<file path="src/core/fracn_pkg.sv">
package fracn_pkg;

  ////////////////////////////////////////////////////////////////////////////
  // register word index; byte address is four times the index
  localparam logic [2:0]  IDX_NUM    = 3'h1;
  localparam logic [2:0]  IDX_INT    = 3'h2;
  localparam logic [2:0]  IDX_DIV    = 3'h3;
  localparam logic [2:0]  IDX_FAST   = 3'h4;
  localparam logic [2:0]  IDX_STAT   = 3'h5;

  // writable bits of each 20-bit word, reserved bits read zero
  localparam logic [19:0] NUM_MASK   = 20'h3FFFF;
  localparam logic [19:0] INT_MASK   = 20'h7FFFF;
  localparam logic [19:0] DIV_MASK   = 20'h0FFFF;
  localparam logic [19:0] FAST_MASK  = 20'h1FFFF;

  // reset values; reference divider starts at its least legal ratio
  localparam logic [19:0] NUM_RST    = 20'h00000;
  localparam logic [19:0] INT_RST    = 20'h00000;
  localparam logic [19:0] DIV_RST    = 20'h00004;
  localparam logic [19:0] FAST_RST   = 20'h00000;

  // field positions
  localparam int          NUM_W      = 18;
  localparam int          INT_W      = 15;
  localparam int          CP1_LSB    = 15;
  localparam int          REFDIV_LSB = 0;
  localparam int          LDSRC_BIT  = 11;
  localparam int          WIN_LSB    = 12;
  localparam int          NOISE_SHAPING_RANDOMIZE_BIT   = 14;
  localparam int          HIZ_BIT    = 15;
  localparam int          FAST_LSB   = 0;
  localparam int          FAST_W     = 13;
  localparam int          CP2_LSB    = 13;
  localparam int          SPEN_BIT   = 16;

  localparam logic [7:0]  REFDIV_MIN = 8'h04;
  localparam logic [4:0]  CP1_OFS    = 5'h01;
  localparam logic [3:0]  CP2_OFS    = 4'h4;
  localparam int          LOCK_RUN   = 63;
  localparam int          LOSS_RUN   = 4;

  ////////////////////////////////////////////////////////////////////////////
  typedef struct packed {
    logic        ack;
    logic [31:0] rdata;
    logic [19:0] num_stage;
    logic [19:0] num_act;
    logic [19:0] int_w;
    logic [19:0] div_w;
    logic [19:0] fast_w;
    logic        commit;
    logic [2:0]  ref_sy;
    logic [2:0]  fb_sy;
    logic [2:0]  ps_sy;
    logic [7:0]  rcnt;
    logic        cmp;
    logic [17:0] acc;
    logic [15:0] divide;
    logic [12:0] fl_cnt;
    logic        fl_on;
    logic        win_open;
    logic [2:0]  err_cnt;
    logic        cmp_done;
    logic        in_win;
    logic        ld;
    logic [4:0]  nrm_steps;
    logic [3:0]  bst_steps;
  } top_st_t;

  typedef struct packed {
    logic [5:0]  good_cnt;
    logic [5:0]  bad_cnt;
    logic        locked;
  } ld_st_t;

endpackage : fracn_pkg

</file>
<file path="src/core/lock_filter.sv">
`timescale 1ns/1ps
module lock_filter #(
  parameter int LOCK_RUN = fracn_pkg::LOCK_RUN,
  parameter int LOSS_RUN = fracn_pkg::LOSS_RUN
) (
  // clock and reset
  input  wire logic clk,
  input  wire logic rst,
  // comparison results
  input  wire logic done,
  input  wire logic in_win,
  input  wire logic clear,
  // result
  output logic      locked
);

  fracn_pkg::ld_st_t s_ff;
  fracn_pkg::ld_st_t nxt_s;

  if (LOCK_RUN < 1 || LOCK_RUN > 63 || LOSS_RUN < 1 || LOSS_RUN > 63) begin : g_chk
    $error("lock_filter: run lengths must be 1 to 63");
  end

  always_comb begin
    nxt_s = s_ff;
    if (clear) begin
      nxt_s = '0;
    end else if (done) begin
      if (in_win) begin
        nxt_s.bad_cnt = 6'h00;
        if (!s_ff.locked) begin
          if (s_ff.good_cnt == 6'(LOCK_RUN - 1)) begin
            nxt_s.locked   = 1'b1;
            nxt_s.good_cnt = 6'h00;
          end else begin
            nxt_s.good_cnt = s_ff.good_cnt + 6'h01;
          end
        end
      end else begin
        nxt_s.good_cnt = 6'h00;
        if (s_ff.locked) begin
          if (s_ff.bad_cnt == 6'(LOSS_RUN - 1)) begin
            nxt_s.locked  = 1'b0;
            nxt_s.bad_cnt = 6'h00;
          end else begin
            nxt_s.bad_cnt = s_ff.bad_cnt + 6'h01;
          end
        end
      end
    end
  end

  always_ff @(posedge clk) begin
    if (rst) begin
      s_ff <= '0;
    end else begin
      s_ff <= nxt_s;
    end
  end

  assign locked = s_ff.locked;

endmodule : lock_filter

</file>
<file path="src/core/fracn_fastlock_lockdetect.sv">
// Register access over Wishbone and the address map were chosen for this implementation.
`timescale 1ns/1ps
// Overview of operation
// - output equals compare rate times (integer plus numerator over 2^18)
// - numerator is 18-bit two's complement; negative is modulus minus magnitude
// - compare rate is reference input divided by reference divider ratio
// - fast lock allowed only while speedup_enable (word 4 bit 16) is one
// - fast lock starts on frequency commit or power_save_n rising
// - during fast lock switch closed and boost pump used, then normal pump
// - fast lock lasts speedup count (word 4 bits 12:0) compare periods
// - normal pump code word 2 bits 18:15, current steps code plus one
// - boost pump code word 4 bits 15:13, current steps code plus four
// - lock source bit one: raw phase detector result on lock_indicator
// - lock source bit zero: lock_indicator from digital lock detect
// - lock window code 0,1,2 gives threshold of 1,2,3 reference periods
// - digital mode: lock_indicator low on every new frequency setting
// - digital mode: lock after 63 consecutive comparisons inside window
// - digital mode: unlock after a run of comparisons outside window
// - numerator write takes effect only with following integer write
// - power save keeps registers and puts pump output in high impedance
module fracn_fastlock_lockdetect #(
  parameter int AW       = 8,
  parameter int LOCK_RUN = fracn_pkg::LOCK_RUN,
  parameter int LOSS_RUN = fracn_pkg::LOSS_RUN
) (
  // clock and reset
  input  wire logic          REF_CLK,
  input  wire logic          RESET,
  // wishbone slave
  input  wire logic          WB_CYC_I,
  input  wire logic          WB_STB_I,
  input  wire logic          WB_WE_I,
  input  wire logic [AW-1:0] WB_ADR_I,
  input  wire logic [3:0]    WB_SEL_I,
  input  wire logic [31:0]   WB_DAT_I,
  output logic      [31:0]   WB_DAT_O,
  output logic               WB_ACK_O,
  // pins, asynchronous to REF_CLK
  input  wire logic          REFERENCE_INPUT,
  input  wire logic          FEEDBACK_INPUT,
  input  wire logic          POWER_SAVE_N,
  // loop control
  output logic      [15:0]   DIVIDE_VALUE,
  output logic               COMPARE_RATE,
  output logic               LOOP_SWITCH_CLOSED,
  output logic               BOOST_PUMP_ON,
  output logic               NORMAL_PUMP_ON,
  output logic               PUMP_HIZ,
  output logic      [3:0]    NORMAL_PUMP_CURRENT_CODE,
  output logic      [4:0]    NORMAL_PUMP_STEPS,
  output logic      [2:0]    BOOST_PUMP_CURRENT_CODE,
  output logic      [3:0]    BOOST_PUMP_STEPS,
  output logic               NOISE_SHAPING_RANDOMIZE,
  // lock indication
  output logic               LOCK_INDICATOR
);

  if (AW < 5) begin : g_chk
    $error("fracn_fastlock_lockdetect: AW must be at least 5");
  end

  // refused here too, so a bad override names the top and not only the filter
  if (LOCK_RUN < 1 || LOCK_RUN > 63 || LOSS_RUN < 1 || LOSS_RUN > 63) begin : g_run_chk
    $error("fracn_fastlock_lockdetect: run lengths must be 1 to 63");
  end

  fracn_pkg::top_st_t s_ff;
  fracn_pkg::top_st_t nxt_s;

  logic        dig_locked;
  logic        hit;
  logic [2:0]  idx;
  logic        ref_edge;
  logic        fb_edge;
  logic        ps_rise;
  logic        ps_on;
  logic [7:0]  ref_div;
  logic [1:0]  win_code;
  logic [2:0]  thr;
  logic        spd_en;
  logic [12:0] spd_cnt;

  logic [18:0] acc_sum;
  logic        neg;
  logic [15:0] div_next;

  logic        req_new;
  logic        wr_take;
  logic        ph_event;

  ////////////////////////////////////////////////////////////////////////////
  function automatic logic [19:0] merge(input logic [19:0] old,
                                        input logic [31:0] wd,
                                        input logic [3:0]  sel,
                                        input logic [19:0] mask);
    logic [31:0] r;
    r = {12'h000, old};
    for (int b = 0; b < 4; b++) begin
      if (sel[b]) begin
        r[b*8 +: 8] = wd[b*8 +: 8];
      end
    end
    return r[19:0] & mask;
  endfunction : merge

  // code 3 has no defined window; treat it as the widest one
  function automatic logic [2:0] window_limit(input logic [1:0] code);
    logic [2:0] lim;
    case (code)
      2'h0: begin
        lim = 3'h1;
      end
      2'h1: begin
        lim = 3'h2;
      end
      2'h2: begin
        lim = 3'h3;
      end
      default: begin
        lim = 3'h3;
      end
    endcase
    return lim;
  endfunction : window_limit

  // integer part per compare: a negative numerator borrows one, a carry adds one
  function automatic logic [15:0] divide_of(input logic [14:0] whole,
                                            input logic        borrow,
                                            input logic        carry);
    logic [15:0] d;
    d = {1'b0, whole};
    d = d - {15'h0000, borrow};
    d = d + {15'h0000, carry};
    return d;
  endfunction : divide_of

  ////////////////////////////////////////////////////////////////////////////
  // decode and field views of the stored words
  assign idx      = WB_ADR_I[4:2];
  assign hit      = (WB_ADR_I[AW-1:5] == '0);
  assign ref_edge = s_ff.ref_sy[1] & ~s_ff.ref_sy[2];
  assign fb_edge  = s_ff.fb_sy[1] & ~s_ff.fb_sy[2];
  assign ps_rise  = s_ff.ps_sy[1] & ~s_ff.ps_sy[2];
  assign ps_on    = s_ff.ps_sy[1];
  assign ref_div  = s_ff.div_w[fracn_pkg::REFDIV_LSB +: 8];
  assign win_code = s_ff.div_w[fracn_pkg::WIN_LSB +: 2];
  assign spd_en   = s_ff.fast_w[fracn_pkg::SPEN_BIT];
  assign spd_cnt  = s_ff.fast_w[fracn_pkg::FAST_LSB +: fracn_pkg::FAST_W];
  assign neg      = s_ff.num_act[fracn_pkg::NUM_W-1];
  assign acc_sum  = {1'b0, s_ff.acc} + {1'b0, s_ff.num_act[fracn_pkg::NUM_W-1:0]};
  assign thr      = window_limit(win_code);
  assign div_next = divide_of(s_ff.int_w[fracn_pkg::INT_W-1:0], neg, acc_sum[18]);

  // a held strobe is answered every other cycle: only a request seen while ack is low is new
  assign req_new  = WB_CYC_I & WB_STB_I & ~s_ff.ack;
  assign wr_take  = WB_CYC_I & WB_STB_I & WB_WE_I & s_ff.ack & hit;
  // either the divided reference or the feedback edge opens or closes a window
  assign ph_event = s_ff.cmp | fb_edge;

  ////////////////////////////////////////////////////////////////////////////
  always_comb begin
    nxt_s        = s_ff;
    nxt_s.commit = 1'b0;
    nxt_s.cmp    = 1'b0;
    nxt_s.cmp_done = 1'b0;

    // pin synchronisers; only stage 1 and 2 are read by logic
    nxt_s.ref_sy = {s_ff.ref_sy[1:0], REFERENCE_INPUT};
    nxt_s.fb_sy  = {s_ff.fb_sy[1:0], FEEDBACK_INPUT};
    nxt_s.ps_sy  = {s_ff.ps_sy[1:0], POWER_SAVE_N};

    // bus: ack one cycle after request, write lands when ack is seen
    nxt_s.ack = req_new;
    if (req_new) begin
      nxt_s.rdata = 32'h0000_0000;
      if (hit) begin
        case (idx)
          fracn_pkg::IDX_NUM: begin
            nxt_s.rdata = {12'h000, s_ff.num_stage};
          end
          fracn_pkg::IDX_INT: begin
            nxt_s.rdata = {12'h000, s_ff.int_w};
          end
          fracn_pkg::IDX_DIV: begin
            nxt_s.rdata = {12'h000, s_ff.div_w};
          end
          fracn_pkg::IDX_FAST: begin
            nxt_s.rdata = {12'h000, s_ff.fast_w};
          end
          fracn_pkg::IDX_STAT: begin
            nxt_s.rdata = {3'h0, s_ff.fl_cnt, 13'h0000,
                           dig_locked, s_ff.fl_on, s_ff.ld};
          end
          default: begin
            nxt_s.rdata = 32'h0000_0000;
          end
        endcase
      end
    end

    // registers keep their contents in power save: nothing here looks at it
    if (wr_take) begin
      case (idx)
        fracn_pkg::IDX_NUM: begin
          // staged only; takes effect with the next integer write
          nxt_s.num_stage = merge(s_ff.num_stage, WB_DAT_I, WB_SEL_I,
                                  fracn_pkg::NUM_MASK);
        end
        fracn_pkg::IDX_INT: begin
          nxt_s.int_w   = merge(s_ff.int_w, WB_DAT_I, WB_SEL_I,
                                fracn_pkg::INT_MASK);
          nxt_s.num_act = s_ff.num_stage;
          nxt_s.commit  = 1'b1;
        end
        fracn_pkg::IDX_DIV: begin
          nxt_s.div_w = merge(s_ff.div_w, WB_DAT_I, WB_SEL_I,
                              fracn_pkg::DIV_MASK);
        end
        fracn_pkg::IDX_FAST: begin
          nxt_s.fast_w = merge(s_ff.fast_w, WB_DAT_I, WB_SEL_I,
                               fracn_pkg::FAST_MASK);
        end
        default: begin
        end
      endcase
    end

    // reference divider; ratios below the least legal one use it
    if (ref_edge) begin
      if (s_ff.rcnt >= ((ref_div < fracn_pkg::REFDIV_MIN) ?
                        fracn_pkg::REFDIV_MIN - 8'h01 : ref_div - 8'h01)) begin
        nxt_s.rcnt = 8'h00;
        nxt_s.cmp  = 1'b1;
      end else begin
        nxt_s.rcnt = s_ff.rcnt + 8'h01;
      end
    end

    // fraction accumulator: negative numerator borrows one from the integer
    if (s_ff.cmp) begin
      nxt_s.acc    = acc_sum[17:0];
      nxt_s.divide = div_next;
    end

    // fast lock timer, counted in compare periods; a count of zero never starts it
    if (spd_en & (s_ff.commit | ps_rise)) begin
      nxt_s.fl_cnt = spd_cnt;
      nxt_s.fl_on  = (spd_cnt != 13'h0000);
    end else if (s_ff.fl_on & s_ff.cmp) begin
      nxt_s.fl_cnt = s_ff.fl_cnt - 13'h0001;
      if (s_ff.fl_cnt == 13'h0001) begin
        nxt_s.fl_on = 1'b0;
      end
    end

    // phase comparison: window opens on the first of the two edges
    // both edges in one cycle: no reference edge between them, zero error
    if (!s_ff.win_open) begin
      if (s_ff.cmp & fb_edge) begin
        nxt_s.cmp_done = 1'b1;
        nxt_s.in_win   = 1'b1;
      end else if (ph_event) begin
        nxt_s.win_open = 1'b1;
        nxt_s.err_cnt  = 3'h0;
      end
    end else begin
      if (ref_edge & (s_ff.err_cnt != 3'h7)) begin
        nxt_s.err_cnt = s_ff.err_cnt + 3'h1;
      end
      if (ph_event) begin
        nxt_s.win_open = 1'b0;
        nxt_s.cmp_done = 1'b1;
        nxt_s.in_win   = (s_ff.err_cnt < thr);
      end
    end

    // lock indicator source
    // raw mode shows an open window as low, one cycle late
    if (s_ff.div_w[fracn_pkg::LDSRC_BIT]) begin
      nxt_s.ld = ~s_ff.win_open;
    end else begin
      nxt_s.ld = dig_locked & ~s_ff.commit;
    end


    // step counts sit in flops so the pump outputs never glitch
    nxt_s.nrm_steps = {1'b0, s_ff.int_w[fracn_pkg::CP1_LSB +: 4]}
                      + fracn_pkg::CP1_OFS;
    nxt_s.bst_steps = {1'b0, s_ff.fast_w[fracn_pkg::CP2_LSB +: 3]}
                      + fracn_pkg::CP2_OFS;
  end

  always_ff @(posedge REF_CLK) begin
    if (RESET) begin
      s_ff           <= '0;
      s_ff.num_stage <= fracn_pkg::NUM_RST;
      s_ff.num_act   <= fracn_pkg::NUM_RST;
      s_ff.int_w     <= fracn_pkg::INT_RST;
      s_ff.div_w     <= fracn_pkg::DIV_RST;
      s_ff.fast_w    <= fracn_pkg::FAST_RST;
    end else begin
      s_ff <= nxt_s;
    end
  end

  ////////////////////////////////////////////////////////////////////////////
  // consecutive-comparison filter, restarted by every frequency commit
  lock_filter #(
    .LOCK_RUN (LOCK_RUN),
    .LOSS_RUN (LOSS_RUN)
  ) u_filter (
    .clk    (REF_CLK),
    .rst    (RESET),
    .done   (s_ff.cmp_done),
    .in_win (s_ff.in_win),
    .clear  (s_ff.commit),
    .locked (dig_locked)
  );

  ////////////////////////////////////////////////////////////////////////////
  assign WB_DAT_O                 = s_ff.rdata;
  assign WB_ACK_O                 = s_ff.ack;
  assign DIVIDE_VALUE             = s_ff.divide;
  assign COMPARE_RATE             = s_ff.cmp;
  // boost pump and switch only while the timer runs
  assign LOOP_SWITCH_CLOSED       = s_ff.fl_on;
  assign BOOST_PUMP_ON            = s_ff.fl_on & ps_on;
  assign NORMAL_PUMP_ON           = ~s_ff.fl_on & ps_on;
  assign PUMP_HIZ                 = ~ps_on | s_ff.div_w[fracn_pkg::HIZ_BIT];

  // codes pass straight from the stored words
  assign NORMAL_PUMP_CURRENT_CODE = s_ff.int_w[fracn_pkg::CP1_LSB +: 4];
  assign NORMAL_PUMP_STEPS        = s_ff.nrm_steps;
  assign BOOST_PUMP_CURRENT_CODE  = s_ff.fast_w[fracn_pkg::CP2_LSB +: 3];
  assign BOOST_PUMP_STEPS         = s_ff.bst_steps;
  assign NOISE_SHAPING_RANDOMIZE  = s_ff.div_w[fracn_pkg::NOISE_SHAPING_RANDOMIZE_BIT];
  assign LOCK_INDICATOR           = s_ff.ld;

endmodule : fracn_fastlock_lockdetect

</file>
<file path="config.mk">
export PLATFORM = sky130hd
export DESIGN_NAME = fracn_fastlock_lockdetect
export DESIGN_NICKNAME = d
export VERILOG_FILES = /design/src/core/fracn_pkg.sv /design/src/core/lock_filter.sv /design/src/core/fracn_fastlock_lockdetect.sv
export SDC_FILE = /design/constraint.sdc
export NUM_CORES = 1
export LEC_CHECK = 0
export BUFFER_PORTS_ARGS = -buffer_cell sky130_fd_sc_hd__clkbuf_2
export CAP_MARGIN = 20
export CORE_MARGIN = 5
export CORE_UTILIZATION = 45
export DETAILED_ROUTE_END_ITERATION = 10
export PLACE_DENSITY_LB_ADDON = 0.2
export SLEW_MARGIN = 20
export SYNTH_ARGS = -nofsm -noshare
export SYNTH_HDL_FRONTEND = slang
export SYNTH_SLANG_ARGS = --single-unit
</file>
<file path="constraint.sdc">
create_clock -name REF_CLK -period 6.2 [get_ports REF_CLK]
set_input_delay 1.55 -clock REF_CLK [delete_from_list [all_inputs] [get_ports REF_CLK]]
set_output_delay 1.55 -clock REF_CLK [all_outputs]
set_load 0.01 [all_outputs]
</file>
=== Word level (Yosys, flattened, before mapping) ===
Index checks and enable logic that the tools add are counted.

* Flip-flop bits (word level): 217
* Latch bits: 0
* Bits in writable memories: 0
* Bits in read-only memories: 0
* Output and inout port bits: 72
* Memories kept: 0

* $add $sub $neg: 11
* Multipliers: 0
* Div/mod/pow operators: 0
* Magnitude comparators: 3
* Equal/unequal tests: 14
* Shift-type cells: 0
* Multiplexer cells: 26
* Bitwise logic cells: 28
* Reductions and logical operators: 28

{| class="wikitable"
|+ Operator list
! operator !! number
|-
| $pmux 29 s5 || 1
|-
| $reduce_and 3->1 || 12
|-
| $mux 29 || 1
|-
| $mux 14 || 2
|-
| $mux 6 || 4
|-
| $add 18x18->19 || 1
|-
| $add 16x1->16 || 1
|-
| $mux 8 || 2
|-
| $sub 15x1->16 || 1
|-
| $and 1x1->1 || 15
|-
| $eq 13x1->1 const B || 1
|-
| $mux 13 || 1
|-
| $reduce_bool 13->1 || 1
|-
| $sub 13x1->13 const B || 1
|-
| $add 6x1->6 const B || 2
|-
| $not 1->1 || 10
|-
| $reduce_and 2->1 || 5
|-
| $reduce_bool 2->1 || 5
|-
| $add 8x1->8 const B || 1
|-
| $ge 8x8->1 || 1
|-
| $lt 8x3->1 const B || 1
|-
| $mux 1 || 8
|-
| $mux 4 || 2
|-
| $sub 8x1->8 const B || 1
|-
| 21 further kinds || 30
|}

=== Logic depth before layout (Yosys ltp) ===
* Depth after elaboration: 6
* Gate-level depth with buffers: 19
* Mapped depth without buffers: 19

=== Modules after synthesis ===
Synthesis repeated with hierarchy kept, for this count alone.

* Cells, all modules: 1340
* Area total of the unflattened synthesis: 11080.6 um2

{| class="wikitable"
|+ By module, submodules not included
! module !! instances !! cells each !! area an instance (um2)
|-
| fracn_fastlock_lockdetect || 1 || 1263 || 10412.5
|-
| lock_filter || 1 || 77 || 668.1
|}

=== Worst setup path after synthesis ===
No wires, ideal clock.

* Path kind: register to register
* Start: register s_ff[46] (netlist bit)
* End: register s_ff, in the netlist DIVIDE_VALUE[6]
* Library setup time: 122 ps
* Data arrival time: 3966 ps
* Path slack: 2112 ps
* Stages on the path, launching flop included: 20
* Buffers on the path: 0
* Path through: dfxtp_1 -> ha_1 -> inv_1 -> fa_1 -> nand2b_1 -> a21oi_1 -> o21ai_0 -> o211ai_1 -> a21oi_1 -> o21a_1 -> ha_1 -> inv_1 -> ha_1 -> fa_1 -> a21oi_1 -> o21ba_2 -> nor2b_1 -> o21ai_0 -> mux2_2 -> a311o_1

* Cells in the longest elaborated chain, start to end: 2

{| class="wikitable"
|+ Ends and longest elaborated chain
! element !! RTL line !! text
|-
| from (decl) || fracn_fastlock_lockdetect.sv:67 || <nowiki>fracn_pkg::top_st_t s_ff;</nowiki>
|-
| from (signal assigned) || fracn_fastlock_lockdetect.sv:302 || <nowiki>s_ff <= nxt_s;</nowiki>
|-
| $add 18x18->19 || fracn_fastlock_lockdetect.sv:150 || <nowiki>assign acc_sum = {1'b0, s_ff.acc} + {1'b0, s_ff.num_act[fracn_pkg::NUM_W-1:0]};</nowiki>
|-
| $add 16x1->16 || fracn_fastlock_lockdetect.sv:133 || <nowiki>d = d + {15'h0000, carry};</nowiki>
|}

No other way between the ends.
A chain may end at the register's enable or synchronous reset.

=== Final worst setup path ===
* Start: register s_ff[143] (netlist bit)
* End: register s_ff, in the netlist DIVIDE_VALUE[6]

Same word-level chain as after synthesis.

==> impl_metrics.tcl <==
set metrics [dict create \
    layout_common_cells "dfxtp_1, nand2_1, nor2_1, clkbuf_2, a21oi_1" \
    grt_usage_pct 19.7 \
    cts_num_sinks 214 \
    worst_path_dominant_cell_family "compound AO/OA/AOI/OAI gates" \
    crit_fanout 3 \
    synth-edff-count 0 \
    synthesis.area_mm2 0.0109 \
    worst_pin_slew_ps 1020 \
    wl_per_cell_um 16.8 \
    cts.clk_slew.worst_paths_ps 60 \
    r2r_slack_ps 1530 \
    end_kind "register" \
    dr.first_iter.drc_count 600 \
    htreeDepth 1 \
    synth_flop_cell "dfxtp_1" \
    synth_top_cell_by_area "dfxtp_1" \
    setup_tns_ps 0 \
    die_x_um 166 \
    worstHoldPathType "register to register" \
    min_period_ps 4670 \
    synth_seq_area_share_pct 39.3 \
    powerDensity_mw_per_mm2 256 \
    io_pins 124 \
    rsz0062_at_grt "false" \
    critical_path.max_stage_delay_ps 400 \
    vias_per_cell 5.40 \
    synth_area_leaders "dfxtp_1, ha_1, nand2_1" \
    synth-seq-cells 214 \
    areaGrowthSynthToFinish_pct 10.7 \
    place.detailed.hpwl_mm 20.1 \
    cp_num_buf_inv 2 \
    ir_drop_mv 0.179 \
    synth_cells 1296 \
    grt_max_degree 101 \
    die_h_um 166 \
    clockRootBuffer "clkbuf_16" \
    final_common_cell "dfxtp_1" \
    ys_warn_count 0 \
    post_cts_resized 0 \
    max_cap_viol_count 0 \
    max-slew-margin-rel_pct 31.8 \
    cts_buffer_depth 3 \
    post-cts-setup-buffer-count 0 \
    place_congestion 0.853 \
    setup_viol 0 \
    dr.pass1.iters 5 \
    drc 0 \
    nets 1420 \
    crit_slowest_cell "o211ai_1" \
    clkLatencyLatePin_ps 530 \
    yosys.area.top_type_share_pct 39.3 \
    arrival_ps 5090 \
    dieArea_mm2 0.0274 \
    crit_type "register to register" \
    vias 8925 \
    grt_pass1_vias 8584 \
    grt_overflow 0 \
    fin_skew_ps 25.8 \
    p_leak_nw 4.88 \
    reg2reg_depth 19 \
    p_total_mw 3.08 \
    start_util_pct 45.2 \
    cts_buffers 25 \
    whs_path_depth 2 \
    startpoint_type "register" \
    synth_area_per_cell_um2 8.41 \
    layout-drive-gt1-share_pct 13.5 \
    critPathRequiredTime_ps 6620 \
    insertedDiodeCount 0 \
    port_buffers 104 \
    grt_pass1_wl_mm 45.5 \
    r2r_start "s_ff[143]" \
    fin_crit_sh_pct 75.4 \
    path_cells "ha_1, inv_1, fa_1, nand2b_1, a21oi_1, o21ai_0, o211ai_1, a21oi_1, o21a_1, ha_1, inv_1, ha_1, fa_1, a21oi_1, o21ba_2, nor2b_1, o21ai_0, mux2_2, a311o_1" \
    finalWirelength_mm 27.8 \
    fill_cells 2375 \
    antenna_found_initial 0 \
    finalHoldViolCount 0 \
    coreArea_mm2 0.0241 \
    fmax_ghz 0.214 \
    ant_nets 0 \
    rows 57 \
    drv_slew 0 \
    min_from "DIVIDE_VALUE[14]" \
    cts_hold_buf 0 \
    synth_cell_types 73 \
    whs_endpoint "DIVIDE_VALUE[14]" \
    status "complete, no violations" \
    r2r_end "DIVIDE_VALUE[6]" \
    ys_async_sr_fraction_pct 0 \
    cts_tree "yes" \
]
==> cell usage after synthesis (3+ instances only) <==
master      n
a211oi_1   21
a21o_1      9
a21oi_1    89
a22oi_1    52
a31o_2      3
a31oi_1     6
and2_1      5
and3_1      5
and4_1      5
buf_1       5
buf_2       9
buf_4      65
clkbuf_1   45
dfxtp_1   214
ha_1       55
inv_1      37
mux2_2      5
mux2i_1    51
nand2_1   180
nand2b_1   12
nand3_1    35
nand4_1    10
nor2_1    146
nor2b_1    20
nor3_1     16
nor4_1      5
nor4b_1     3
o211ai_1    9
o21a_1      4
o21ai_0    48
o22ai_1    14
o31a_1      3
or3_1       5
or4_1       3
xnor2_1    24
xor2_1     27
==> layout make-up <==
class,count,area [um^2],share of cell area [%]
Clock buffer,34,709,5.88
Inverter,38,143,1.18
Timing Repair Buffer,111,579,4.80
Multi-Input combinational cell,921,5750,47.6
Sequential cell,214,4280,35.5
Clock inverter,12,198,1.64
Tap cell,324,405,3.36
==> state kept, by name, indices dropped and copies added, names as in the netlist, 3 cells and up <==
signal                    cells
BOOST_PUMP_CURRENT_CODE       3
BOOST_PUMP_STEPS              4
DIVIDE_VALUE                 16
NORMAL_PUMP_CURRENT_CODE      4
NORMAL_PUMP_STEPS             5
WB_DAT_O                     29
nxt_s                         6
ref_div                       8
s_ff                        120
u_filter.s_ff                12
==> tightest hold or removal path: stages (launching register included) <==
cell,delay [ps]
dfxtp_1,310
nand2_1,50
nand2_1,40
==> stage by stage <==
step                      worst slack [ps]  cell area (um^2)  instances  util [%]  hold slack (ps)
final                                 1530             12100       1654      50.1              447
after global routing                  1220             12100       1654      50.1              463
after CTS                             1570             12100       1654      50.1              447
after detailed placement              1580             11200       1608      46.3              430
after global placement                1590             11200       1608      46.3              420
after floorplan                       2110             10900       1298         -              414
==> layer usage <==
| layer | share of wire [%] | global-route usage, % |
|---|---|---|
| met4 | 2.3 | 5.02 |
| met5 | 0 | 0 |
| met3 | 4.4 | 3.19 |
| met2 | 46 | 31.9 |
| met1 | 48 | 27.4 |
==> kinds of logic (layout without fill, tap and decap cells) <==
group                    after synthesis  in the layout  synth area share (%)
buffers and inverters                163            195                  8.05
XOR/XNOR                              51             51                  4.10
other                                  1              3                0.0344
flip-flops                           214            214                  39.3
AO/OA/AOI/OAI                        285            285                  17.1
AND/OR/NAND/NOR                      469            469                  19.6
multiplexers                          56             56                  5.20
adder cells (fa/ha/maj)               57             57                  6.68
==> how the worst max path moves through the flow <==
| stage | startpoint | to | slack (ps) | depth (start not counted) |
|---|---|---|---|---|
| final | s_ff[143] | DIVIDE_VALUE[6] | 1530 | 19 |
| after global routing | s_ff[143] | DIVIDE_VALUE[6] | 1220 | 19 |
| after CTS | s_ff[143] | DIVIDE_VALUE[6] | 1570 | 19 |
| after detailed placement | s_ff[46] | DIVIDE_VALUE[6] | 1580 | 19 |
| after global placement | s_ff[143] | DIVIDE_VALUE[6] | 1590 | 19 |
| after floorplan | s_ff[46] | DIVIDE_VALUE[6] | 2110 | 19 |
==> power breakdown <==
part           internal, mW  total (mW)  switching, mW
clock network          1.01        1.61          0.598
registers              1.38        1.38        0.00424
logic                0.0224      0.0888         0.0664
Note: power is estimated with default switching activity, not from simulation.
